<file path="config.mk">
export PLATFORM = sky130hd
export DESIGN_NAME = fbos_output_select
export DESIGN_NICKNAME = d
export VERILOG_FILES = /design/src/core/fbos_bank_state.v /design/src/core/fbos_output_select.v
export VERILOG_INCLUDE_DIRS = /design/src /design/src/core
export SDC_FILE = /design/constraint.sdc
export NUM_CORES = 1
export LEC_CHECK = 0
export BUFFER_PORTS_ARGS = -buffer_cell sky130_fd_sc_hd__buf_2
export CAP_MARGIN = 15
export CORE_MARGIN = 1.5
export CORE_UTILIZATION = 45
export CTS_BUF_LIST = sky130_fd_sc_hd__clkbuf_4 sky130_fd_sc_hd__clkbuf_8 sky130_fd_sc_hd__clkbuf_16
export DETAILED_ROUTE_END_ITERATION = 8
export GPL_ROUTABILITY_DRIVEN = 1
export HOLD_SLACK_MARGIN = 0.12
export PLACE_DENSITY = 0.71
export SYNTH_ARGS = -nofsm -noshare
export SYNTH_HDL_FRONTEND = slang
export SYNTH_SLANG_ARGS = --single-unit
</file>
<file path="constraint.sdc">
create_clock -name core_clk_i -period 2.6 [get_ports core_clk_i]
set_clock_uncertainty 0.15 [all_clocks]
set_input_delay 0.26 -clock core_clk_i [delete_from_list [all_inputs] [get_ports core_clk_i]]
set_output_delay 0.26 -clock core_clk_i [all_outputs]
set_load 0.03 [all_outputs]
</file>
<file path="src/core/fbos_defines.vh">
`ifndef FBOS_DEFINES_VH
`define FBOS_DEFINES_VH
// Bank geometry
`define FBOS_NUM_BANKS     16
`define FBOS_BANK_W        4
`define FBOS_ADDR_W        23
`define FBOS_BANK_LSB      19
// Output state codes, one-hot
`define FBOS_ST_W          4
`define FBOS_ST_ARRAY      4'h1
`define FBOS_ST_STATUS     4'h2
`define FBOS_ST_SIG        4'h4
`define FBOS_ST_CFI        4'h8
`define FBOS_ST_RESET      4'h1
// Command codes
`define FBOS_CMD_READ_ARRAY  8'hFF
`define FBOS_CMD_PROG_10     8'h10
`define FBOS_CMD_PROG_40     8'h40
`define FBOS_CMD_BUF_PROG    8'hE8
`define FBOS_CMD_BLK_ERASE   8'h20
`define FBOS_CMD_BFP_SETUP   8'h80
`define FBOS_CMD_BLANK_SETUP 8'hBC
`define FBOS_CMD_CONFIRM     8'hD0
`define FBOS_CMD_BLANK_CONF  8'hCB
`define FBOS_CMD_SUSPEND     8'hB0
`define FBOS_CMD_READ_STATUS 8'h70
`define FBOS_CMD_CLR_STATUS  8'h50
`define FBOS_CMD_READ_SIG    8'h90
`define FBOS_CMD_READ_CFI    8'h98
// Read data source select
`define FBOS_SRC_W         2
`define FBOS_SRC_ARRAY     2'h0
`define FBOS_SRC_STATUS    2'h1
`define FBOS_SRC_SIG       2'h2
`define FBOS_SRC_CFI       2'h3
`endif

</file>
<file path="src/core/fbos_bank_state.v">
`timescale 1ns/1ps
`include "fbos_defines.vh"
module fbos_bank_state
(
  // Clock and reset
  input  wire                   core_clk_i,
  input  wire                   rst_n_i,
  // Update from command decode
  input  wire                   load_i,
  input  wire [`FBOS_ST_W-1:0]  state_i,
  // Current output state
  output wire [`FBOS_ST_W-1:0]  state_o
);
  reg [`FBOS_ST_W-1:0] state_reg;
  reg [`FBOS_ST_W-1:0] state_next;

  always @*
  begin
    state_next = state_reg;
    if (load_i)
    begin
      state_next = state_i; // RQ3
    end
  end

  always @(posedge core_clk_i)
  begin
    if (!rst_n_i)
    begin
      state_reg <= `FBOS_ST_RESET; // RQ5
    end
    else
    begin
      state_reg <= state_next;
    end
  end

  assign state_o = state_reg;
endmodule

</file>
<file path="src/core/fbos_output_select.v">
`timescale 1ns/1ps
`include "fbos_defines.vh"
// Functional notes
// RQ1: A bank's output state applies only to reads addressed within that bank.
// RQ2: Four output states: array, status, signature, query; last command selects.
// RQ3: Each bank keeps its own state until a command reaches that bank.
// RQ4: Command sequencing never looks at any bank's output state.
// RQ5: After power-up every bank reads array contents.
// RQ6: Array read to a busy bank gives undefined data; host must not rely.
// RQ7: Host writes both cycles of a two-cycle command to one bank.
// RQ8: While program/erase controller is active, two-cycle commands are ignored.
// RQ9: Program, buffer, erase, factory and blank-check setup select status output.
// RQ10: Status read selects status; clear, confirm, suspend leave state unchanged.
module fbos_output_select
(
  // Clock and reset
  input  wire                     core_clk_i,
  input  wire                     rst_n_i,
  // Command write from the flash bus, same clock
  input  wire                     cmd_we_i,
  input  wire [`FBOS_ADDR_W-1:0]  cmd_addr_i,
  input  wire [7:0]               cmd_data_i,
  // Program/erase controller status
  input  wire                     pec_active_i,
  input  wire                     illegal_state_i,
  // Read address
  input  wire [`FBOS_ADDR_W-1:0]  rd_addr_i,
  // Read source select, state of the bank being read, and ignore flag
  output reg  [`FBOS_SRC_W-1:0]   rd_src_o,
  output wire [`FBOS_ST_W-1:0]    rd_state_o,
  output reg                      cmd_ignored_o
);
  // Bank field of an address, used for both write and read paths
  function [`FBOS_BANK_W-1:0] bank_of;
    input [`FBOS_ADDR_W-1:0] a;
    begin
      bank_of = a[`FBOS_ADDR_W-1:`FBOS_BANK_LSB];
    end
  endfunction

  // Setup cycle of a two-cycle program, erase or blank-check sequence
  function is_setup;
    input [7:0] c;
    begin
      case (c)
        `FBOS_CMD_PROG_10,
        `FBOS_CMD_PROG_40,
        `FBOS_CMD_BUF_PROG,
        `FBOS_CMD_BLK_ERASE,
        `FBOS_CMD_BFP_SETUP,
        `FBOS_CMD_BLANK_SETUP:
        begin
          is_setup = 1'b1;
        end
        default:
        begin
          is_setup = 1'b0;
        end
      endcase
    end
  endfunction

  // Second cycle of a pair
  function is_confirm;
    input [7:0] c;
    begin
      case (c)
        `FBOS_CMD_CONFIRM,
        `FBOS_CMD_BLANK_CONF:
        begin
          is_confirm = 1'b1;
        end
        default:
        begin
          is_confirm = 1'b0;
        end
      endcase
    end
  endfunction

  // Shift keeps the strobe vector at bank count width, no integer compare
  function [`FBOS_NUM_BANKS-1:0] bank_onehot;
    input [`FBOS_BANK_W-1:0] b;
    begin
      bank_onehot = {{(`FBOS_NUM_BANKS-1){1'b0}}, 1'b1} << b;
    end
  endfunction

  reg                    second_pending_reg;
  reg                    second_pending_next;
  reg                    load_en;
  reg [`FBOS_ST_W-1:0]   new_state;
  reg                    ignored_next;
  wire [`FBOS_BANK_W-1:0] wr_bank;
  wire [`FBOS_BANK_W-1:0] rd_bank;
  wire [`FBOS_ST_W*`FBOS_NUM_BANKS-1:0] states_flat;
  wire [`FBOS_NUM_BANKS-1:0]            bank_load;

  assign wr_bank = bank_of(cmd_addr_i);
  assign rd_bank = bank_of(rd_addr_i);

  // A load strobe reaches only the addressed bank
  assign bank_load = load_en ? bank_onehot(wr_bank)
                             : {`FBOS_NUM_BANKS{1'b0}}; // RQ3

  // Decode of the written command; no bank state is read here
  always @*
  begin
    load_en = 1'b0;
    new_state = `FBOS_ST_ARRAY;
    ignored_next = 1'b0;
    second_pending_next = second_pending_reg;
    if (cmd_we_i)
    begin
      second_pending_next = 1'b0;
      if (pec_active_i && (is_setup(cmd_data_i) ||
          (second_pending_reg && is_confirm(cmd_data_i))))
      begin
        // Both cycles dropped; the dropped setup arms a confirm so the pair's confirm is dropped too
        ignored_next = 1'b1; // RQ8
        second_pending_next = is_setup(cmd_data_i); // RQ8
      end
      else if (illegal_state_i)
      begin
        load_en = 1'b0;
      end
      else
      begin
        case (cmd_data_i) // RQ4
          `FBOS_CMD_READ_ARRAY:
          begin
            // Data from a busy bank is undefined; array still selected
            load_en = 1'b1; // RQ6
            new_state = `FBOS_ST_ARRAY; // RQ2
          end
          `FBOS_CMD_READ_STATUS:
          begin
            load_en = 1'b1; // RQ10
            new_state = `FBOS_ST_STATUS;
          end
          `FBOS_CMD_READ_SIG:
          begin
            load_en = 1'b1; // RQ2
            new_state = `FBOS_ST_SIG;
          end
          `FBOS_CMD_READ_CFI:
          begin
            load_en = 1'b1; // RQ2
            new_state = `FBOS_ST_CFI;
          end
          `FBOS_CMD_PROG_10,
          `FBOS_CMD_PROG_40,
          `FBOS_CMD_BUF_PROG,
          `FBOS_CMD_BLK_ERASE,
          `FBOS_CMD_BFP_SETUP,
          `FBOS_CMD_BLANK_SETUP:
          begin
            load_en = 1'b1; // RQ9
            new_state = `FBOS_ST_STATUS; // RQ9
          end
          `FBOS_CMD_CLR_STATUS,
          `FBOS_CMD_CONFIRM,
          `FBOS_CMD_BLANK_CONF,
          `FBOS_CMD_SUSPEND:
          begin
            // Clear, confirm, suspend keep the bank's mode
            load_en = 1'b0; // RQ10
          end
          default:
          begin
            // Lock and configuration codes are decoded elsewhere
            load_en = 1'b0;
          end
        endcase
      end
    end
  end

  always @(posedge core_clk_i)
  begin
    if (!rst_n_i)
    begin
      second_pending_reg <= 1'b0;
      cmd_ignored_o <= 1'b0;
    end
    else
    begin
      second_pending_reg <= second_pending_next;
      cmd_ignored_o <= ignored_next;
    end
  end

  genvar g;
  generate
    for (g = 0; g < `FBOS_NUM_BANKS; g = g + 1)
    begin : g_bank
      fbos_bank_state fbos_bank_state_inst
      (
        .core_clk_i (core_clk_i),
        .rst_n_i    (rst_n_i),
        .load_i     (bank_load[g]), // RQ3
        .state_i    (new_state),
        .state_o    (states_flat[g*`FBOS_ST_W +: `FBOS_ST_W])
      );
    end
  endgenerate

  // Only the bank being read contributes its mode
  assign rd_state_o = states_flat[rd_bank*`FBOS_ST_W +: `FBOS_ST_W]; // RQ1

  always @*
  begin
    case (rd_state_o)
      `FBOS_ST_STATUS:
      begin
        rd_src_o = `FBOS_SRC_STATUS;
      end
      `FBOS_ST_SIG:
      begin
        rd_src_o = `FBOS_SRC_SIG;
      end
      `FBOS_ST_CFI:
      begin
        rd_src_o = `FBOS_SRC_CFI;
      end
      default:
      begin
        rd_src_o = `FBOS_SRC_ARRAY;
      end
    endcase
  end
endmodule

</file>
Word-level counts from Yosys, hierarchy flattened
Index checks and enable logic that the tools add are counted.
- bits in registers: 66
- input port bits: 59
- output and inout bits: 7
- logic and storage cells: 59
- equal/unequal tests: 15
- shifts and indexed selects: 2
- mux-type cells: 16
- reductions and logical operators: 8
- operator list (operator ; number):
    8-bit == test (second input constant) ; 8
    64-bit by 7-bit variable part select with 4-bit output ; 1
    8-bit by 7-bit == test with 1-bit output (second input constant) ; 2
    16-bit 2-to-1 mux ; 1
    1-bit by 4-bit left shift with 16-bit output (first input constant) ; 1
    4-bit 2-to-1 mux ; 3
    4-bit case mux with 3 select lines ; 1
    1-bit 2-to-1 mux ; 10
    10-bit OR reduction ; 1
    8-bit by 5-bit == test with 1-bit output (second input constant) ; 1
    8-bit by 6-bit == test with 1-bit output (second input constant) ; 1
    7-bit OR reduction ; 1
    2-bit case mux with 3 select lines ; 1
    6-bit OR reduction ; 1
    4-bit by 2-bit == test with 1-bit output (second input constant) ; 1
    4-bit by 3-bit == test with 1-bit output (second input constant) ; 1
    4-bit == test (second input constant) ; 1
    1-bit logical AND ; 2
    2-bit AND reduction ; 1
    2-bit OR reduction ; 1
    1-bit logical OR ; 1

Longest topological paths before layout
Gate-level depths: netlist of run 1.
- depth after elaboration: 10
- depth in mapped cells: 9
- depth with buffers taken out: 6

By module
A second synthesis of run 1 with hierarchy kept.
- cells, all modules: 321
- area total of the unflattened synthesis: 3374.5 um^2
- by module, submodules not included (module ; times used ; cells an instance ; area an instance (um^2) ; sequential area each (um^2)):
    fbos_bank_state ; 16 ; 13 ; 147.6 ; 80.1
    fbos_output_select ; 1 ; 113 ; 1012.2 ; 40.0

Worst setup path after synthesis of run 1
No wires, ideal clock.
- path kind: input to output
- from: input rd_addr_i[19]
- to: output rd_src_o[0]
- arrival: 2.909 ns
- required time: 2.190 ns
- setup slack: -0.719 ns
- cell stages on the path: 5
- path buffers: 2
- path through: clkbuf_1 clkbuf_1 mux4_2 mux4_2 nor3_1
- cells in the longest elaborated chain, start to end: 3
- elaborated cells between the ends (all ways): 5
- classes of those cells: eq/ne: 3; shift: 1; mux: 1
- RTL lines (element ; line ; source):
    start, declared ; fbos_output_select.v:27 ; input wire [`FBOS_ADDR_W-1:0] rd_addr_i,
    64-bit by 7-bit variable part select with 4-bit output * ; fbos_output_select.v:209 ; assign rd_state_o = states_flat[rd_bank*`FBOS_ST_W +: `FBOS_ST_W];
    net rd_state_o[0] ; fbos_output_select.v:30 ; output wire [`FBOS_ST_W-1:0] rd_state_o,
    4-bit == test, or another cell as far along ; fbos_output_select.v:213 ; case (rd_state_o)
    2-bit case mux with 3 select lines * ; fbos_output_select.v:213 ;
    end, declared ; fbos_output_select.v:29 ; output reg [`FBOS_SRC_W-1:0] rd_src_o,
The timed path passes the listed nets; every way through them passes the cells marked *.

Worst setup path after layout of run 1
- from: register g_bank[12].fbos_bank_state_inst.state_reg[3]
- to: output rd_src_o[0]
- cells in the longest elaborated chain, start to end: 3
- elaborated cells between the ends (all ways): 5
- classes of those cells: eq/ne: 3; shift: 1; mux: 1
- RTL lines (element ; line ; source):
    start, declared ; fbos_bank_state.v:14 ; reg [`FBOS_ST_W-1:0] state_reg;
    start signal, assigned ; fbos_bank_state.v:30 ; state_reg <= `FBOS_ST_RESET;
    start signal, assigned ; fbos_bank_state.v:34 ; state_reg <= state_next;
    64-bit by 7-bit variable part select with 4-bit output * ; fbos_output_select.v:209 ;
    4-bit == test, or another cell as far along ; fbos_output_select.v:213 ;
    2-bit case mux with 3 select lines * ; fbos_output_select.v:213 ;
Every way passes the cells marked *; elsewhere a longest branch is shown, timed or not.

==> flow_metrics.tcl, run 1 <==
set metrics [dict create \
    status "completed" \
    largest_register_ffs 64 \
    cts_buffers 9 \
    period_share_pct 99.5 \
    setup.worst_path.end_class "output port" \
    max_slew_margin_pct 47.9 \
    drive_above_1_share_pct 29.5 \
    rsz0062_at_grt "true" \
    nFillCells 624 \
    synth_seq_cells 66 \
    clock_latency_ns 0.33 \
    maxSlewViolCount 0 \
    ys_warn_count 0 \
    worstSetupStartpointType "flip-flop" \
    synth.top_cell.area_share_pct 39.0 \
    ys_seq_area_share_pct 39.0 \
    fmax_ghz 0.386 \
    cp_max_fo 3 \
    syn_inst 318 \
    post-dp-hpwl_mm 5.66 \
    nets 425 \
    drt-initial-drc-count 106 \
    dp_slack_ns -0.0313 \
    synth_area_leaders "dfxtp_1 39%, mux2i_1 19%, mux4_2 13%" \
    synth_top_area_cell "dfxtp_1" \
    area_growth_pct 20.7 \
    hold_path_class "in2reg" \
    die_x_um 89.8 \
    vias_per_cell 5.47 \
    cts.path.max_buffers 2 \
    synth_edf_count 0 \
    coreArea_um2 7250 \
    io_buffers 27 \
    antenna_found_initial 0 \
    path_clk_slew_ns 0.07 \
    wl_met2_mm 3.95 \
    synth_ff_type "dfxtp_1" \
    place_congestion 0.869 \
    finalSetupViolCount 0 \
    route.detailed.drc 0 \
    die_area_um2 8060 \
    holdWs_ns 0.186 \
    grt_use_total_pct 20.5 \
    grt_max_degree 67 \
    dr.max_layer_used "met4" \
    initial_core_util_pct 46.7 \
    p_clk_share_pct 42.5 \
    timing.final.ws_setup_ns 0.0126 \
    combPwrFrac_pct 7.1 \
    cts_tree "built" \
    wl_met1_mm 3.40 \
    drv_cap 0 \
    die_h_um 89.8 \
    pwr-share-seq_pct 50.4 \
    wl_met3_um 376 \
    post_cts_buffers 0 \
    n_antenna_cell 0 \
    drtPass1Iterations 4 \
    cts_sinks 66 \
    vias 2561 \
    netlist-cell-type-count 43 \
    synth.most_common_cell "dfxtp_1" \
    wl_per_cell_um 16.7 \
    synth_common_cells "66 x dfxtp_1, 64 x mux2i_1, 55 x nand2_1" \
    leakagePower_nw 1.59 \
    p_per_area_nw_per_um2 490 \
    worst_ep_required_time_ns 2.19 \
    internal_power_w 0.00155 \
    core.rowCount 31 \
    finalHoldViolations 0 \
    synthArstFlopShare_pct 0 \
    gr-total-overflow 0 \
    cts_root_buffer "clkbuf_8" \
    grt_pass1_wl_mm 12.9 \
    synth_nets 377 \
    syn_area_per_cell_um2 10.7 \
    multi_input_area_um2 1980 \
    routed_wl_mm 7.82 \
    p_sw_share_pct 22.5 \
    cp.arrival_ns 2.18 \
    worstSetupPathType "reg2out" \
    first_global_vias 2645 \
    vdd_drop_max_mv 0.253 \
    ctsHtreeMaxLevel 3 \
    total_power_w 0.00201 \
    postRouteAntennaNets 0 \
    io_pins 66 \
    register_area_um2 1320 \
    switchingPower_w 0.000452 \
    fin_crit_ns 2.59 \
    syn_area_um2 3390 \
    worstMarginPinSlew_ns 0.775 \
]
-- metrics by stage --
stage                     utilization [%]  area [um2]  instances  TNS (ns)
after global placement               53.3        3870        452    -0.368
after CTS                            56.4        4090        468  -0.00218
after global routing                 56.4        4090        468    -0.136
final                                56.4        4090        468         0
after detailed placement             53.3        3870        452    -0.257
after floorplan                         -        3440        318         0
-- cells by family after synthesis --
logic type | share of synthesized area, %
AO/OA/AOI/OAI | 4.72
XOR/XNOR | 1.03
buffers and inverters | 3.39
flip-flops | 39.0
multiplexers | 32.2
AND/OR/NAND/NOR | 19.7
-- repair_timing --
action                                  4_1_cts  5_1_grt
endpoints found under the setup margin        2        2
gates resized for setup                       4        0
endpoints found under the hold margin         2        0
cloned                                        0        0
hold buffers                                  2        0
-- worst paths after layout --
| path | end | cells past startpoint | from | slack (ns) |
|---|---|---|---|---|
| worst max-delay path | rd_src_o[0] | 5 | g_bank[12].fbos_bank_state_inst.state_o[3] | 0.01 |
| worst min-delay path | g_bank[15].fbos_bank_state_inst.state_o[0] | 4 | rst_n_i | 0.19 |
| worst max register to register | g_bank[13].fbos_bank_state_inst.state_o[2] | 7 | second_pending_reg | 0.38 |
| worst min register to register | g_bank[12].fbos_bank_state_inst.state_o[2] | 2 | g_bank[12].fbos_bank_state_inst.state_o[2] | 0.31 |
-- layout make-up --
class / count / area share, %
multi-input combinational: 227 / 48.3
sequential: 66 / 32.3
timing repair buffer: 62 / 11.7
clock buffer: 11 / 3.70
tap: 99 / 3.03
clock inverter: 3 / 0.979
-- power by group through the flow --
stage / sequential (W) / clock, W / combinational, W
after floorplan: 0.00103 / 0 / 0.0000789
after global placement: 0.00103 / 0 / 0.000137
after detailed placement: 0.00103 / 0 / 0.000139
after CTS: 0.00101 / 0.000860 / 0.000142
after global routing: 0.00101 / 0.000911 / 0.000153
final: 0.00101 / 0.000853 / 0.000142
-- critical path, stage by stage, from the launching register on --
cell	delay (ns)
dfxtp_1	0.32
mux4_2	0.47
mux4_2	0.53
xnor2_1	0.18
nor3_4	0.19
buf_6	0.15
-- metal layers --
layer  vias to the layer above  track usage [%]
li1                       1236                -
met1                      1261             25.4
met2                        54             35.8
met3                        10             3.98
met4                         0             7.01
met5                         -                0
-- cells in the final DEF (no fill, tap or decap), types with 2 or more instances in the layout --
| cell type | instances |
|---|---|
| a21oi_1 | 2 |
| and3_1 | 4 |
| buf_12 | 5 |
| buf_2 | 25 |
| buf_4 | 28 |
| buf_6 | 2 |
| clkbuf_8 | 11 |
| clkinv_2 | 2 |
| dfxtp_1 | 66 |
| dlygate4sd3_1 | 2 |
| mux2i_1 | 64 |
| mux4_2 | 20 |
| nand2_1 | 55 |
| nand2b_1 | 4 |
| nand3_1 | 5 |
| nand4_1 | 5 |
| nor2_1 | 7 |
| nor2b_1 | 21 |
| nor3_1 | 2 |
| nor3_2 | 3 |
| nor3_4 | 2 |
| nor4_4 | 2 |
| o211ai_1 | 2 |
| o22ai_1 | 2 |
| or3_1 | 4 |
| xnor2_1 | 3 |
No activity file was read; power rests on OpenSTA's default activity.
==> inputs of run 2 (changes only) <==
CORE_ASPECT_RATIO = 1.1   (was unset)
PLACE_DENSITY = 0.67   (was 0.71)
SETUP_SLACK_MARGIN = 0.3   (was unset)
==> run 2 against run 1 <==
Against the previous run:
- the flow now finishes with violations (negative setup slack)
- highest routed layer unchanged
- routed wire length fell by 3.9%
- global-route usage fell by 0.49 points
- first-iteration DRC count rose by 39%
- non-clock buffer count fell by 1
- hold slack improved by 0.0066 ns
- setup slack got worse by 0.030 ns
- largest power group unchanged
==> flow_metrics.tcl, run 2 (synthesized netlist as in run 1, its figures left out) <==
set metrics [dict create \
    worstMarginPinSlew_ns 0.624 \
    worst-path-buf-inv 1 \
    wl_per_cell_um 16.4 \
    area_growth_pct 21.8 \
    multi_input_area_um2 2020 \
    gr-total-overflow 0 \
    vdd_drop_max_mv 0.233 \
    cp.arrival_ns 2.21 \
    timing.final.ws_setup_ns -0.0173 \
    fin_crit_ns 2.62 \
    first_global_vias 2576 \
    finalHoldViolations 0 \
    mostFrequentLayoutCells "64 x mux2i_1, 61 x dfxtp_1, 55 x nand2_1" \
    hold_path_class "in2reg" \
    vias 2540 \
    crit_chain "mux4_2 > mux4_2 > xnor2_2 > nor3_4 > buf_6" \
    fmax_ghz 0.382 \
    dp_slack_ns -0.0216 \
    drv_cap 0 \
    status "complete, but fails checks" \
    cp_slowest_cell "mux4_2" \
    rsz0062_at_grt "true" \
    cpLargestDelayFamily "multiplexers" \
    setup.worst_path.end_class "output port" \
    io_buffers 27 \
    fin_area_um2 4130 \
    path_clk_slew_ns 0.08 \
    core.rowCount 33 \
    finalSetupViolCount 2 \
    p_per_area_nw_per_um2 466 \
    ctsHtreeMaxLevel 3 \
    final_common_cell "mux2i_1" \
    worstSetupPathType "reg2out" \
    leakagePower_nw 1.58 \
    cts_root_buffer "clkbuf_8" \
    cp_max_fo 2 \
    n_antenna_cell 0 \
    post-dp-hpwl_mm 5.41 \
    die_h_um 94.0 \
    nets 424 \
    antenna_found_initial 0 \
    drt-initial-drc-count 147 \
    postRouteAntennaNets 0 \
    initial_core_util_pct 45.9 \
    cts.path.max_buffers 2 \
    cts_tree "built" \
    grt_pass1_wl_mm 12.4 \
    drtPass1Iterations 6 \
    largest_register_ffs 64 \
    register_area_um2 1330 \
    io_pins 66 \
    drive_above_1_share_pct 33.8 \
    max_slew_margin_pct 58.4 \
    route.detailed.drc 0 \
    die_x_um 85.8 \
    routed_wl_mm 7.52 \
    worstSetupStartpointType "flip-flop" \
    place_congestion 0.806 \
    cts_buffers 9 \
    maxSlewViolCount 0 \
    die_area_um2 8070 \
    worst_ep_required_time_ns 2.19 \
    grt_use_total_pct 20.0 \
    period_share_pct 101 \
    clock_latency_ns 0.33 \
    vias_per_cell 5.56 \
    setup_tns_ns -0.0274 \
    final_cells 457 \
    dp.cells 438 \
    cpPeakStageDelay_ns 0.55 \
    nFillCells 636 \
    violations "negative setup slack" \
    coreArea_um2 7390 \
    place_area_um2 3840 \
    holdWs_ns 0.192 \
    cpMostUsedCell "mux4_2" \
    cts_sinks 66 \
    grt_max_degree 67 \
]
-- run 2: final timing paths --
check	from	to	slack, ns	depth (start not counted)
worst min register to register	g_bank[6].fbos_bank_state_inst.state_o[3]	g_bank[6].fbos_bank_state_inst.state_o[3]	0.31	2
worst min-delay path	cmd_addr_i[20]	g_bank[1].fbos_bank_state_inst.state_o[0]	0.19	3
worst max-delay path	g_bank[15].fbos_bank_state_inst.state_o[2]	rd_src_o[1]	-0.02	5
worst max register to register	second_pending_reg	g_bank[12].fbos_bank_state_inst.state_o[2]	0.44	7
-- run 2: layout make-up --
cell class | count | share of cell area, %
Clock inverter | 6 | 1.03
Multi-Input combinational cell | 227 | 49.0
Sequential cell | 66 | 32.1
Tap cell | 87 | 2.64
Timing Repair Buffer | 61 | 11.9
Clock buffer | 10 | 3.33
-- run 2: what timing repair did --
item | CTS | global route
endpoints found under the setup margin | 6 | 38
gates resized for setup | 18 | 8
hold endpoints to repair | 2 | 0
setup buffers | 1 | 0
pin swaps | 2 | 1
hold buffers | 2 | 0
-- run 2: worst register-to-register path, cell delays in order, from the launching register on --
cell and delay, ns:
dfxtp_1 0.31, nor3b_1 0.13, o2111a_1 0.16, o21ai_2 0.21
nand2_1 0.10, or4b_2 0.64, buf_4 0.23, mux2i_1 0.15
-- run 2: metrics by stage --
step	utilization (%)	total power [W]
6_report	55.9	0.00193
5_1_grt	55.9	0.00200
4_1_cts	55.6	0.00194
3_5_place_dp	52.0	0.00117
3_3_place_gp	52.0	0.00117
2_1_floorplan	-	0.00112
-- run 2: where the power goes --
part           internal (W)  total (W)  switching, W
Combinational     0.0000624   0.000143     0.0000806
Clock              0.000371   0.000773      0.000402
Sequential          0.00101    0.00101  0.0000000499
-- run 2: layer usage --
metal | track usage, % | wire, um | vias up
li1 | - | - | 1241
met4 | 7.53 | 117 | 0
met3 | 3.69 | 179 | 11
met2 | 35.8 | 3810 | 43
met1 | 23.8 | 3410 | 1245
met5 | 0 | 0 | -
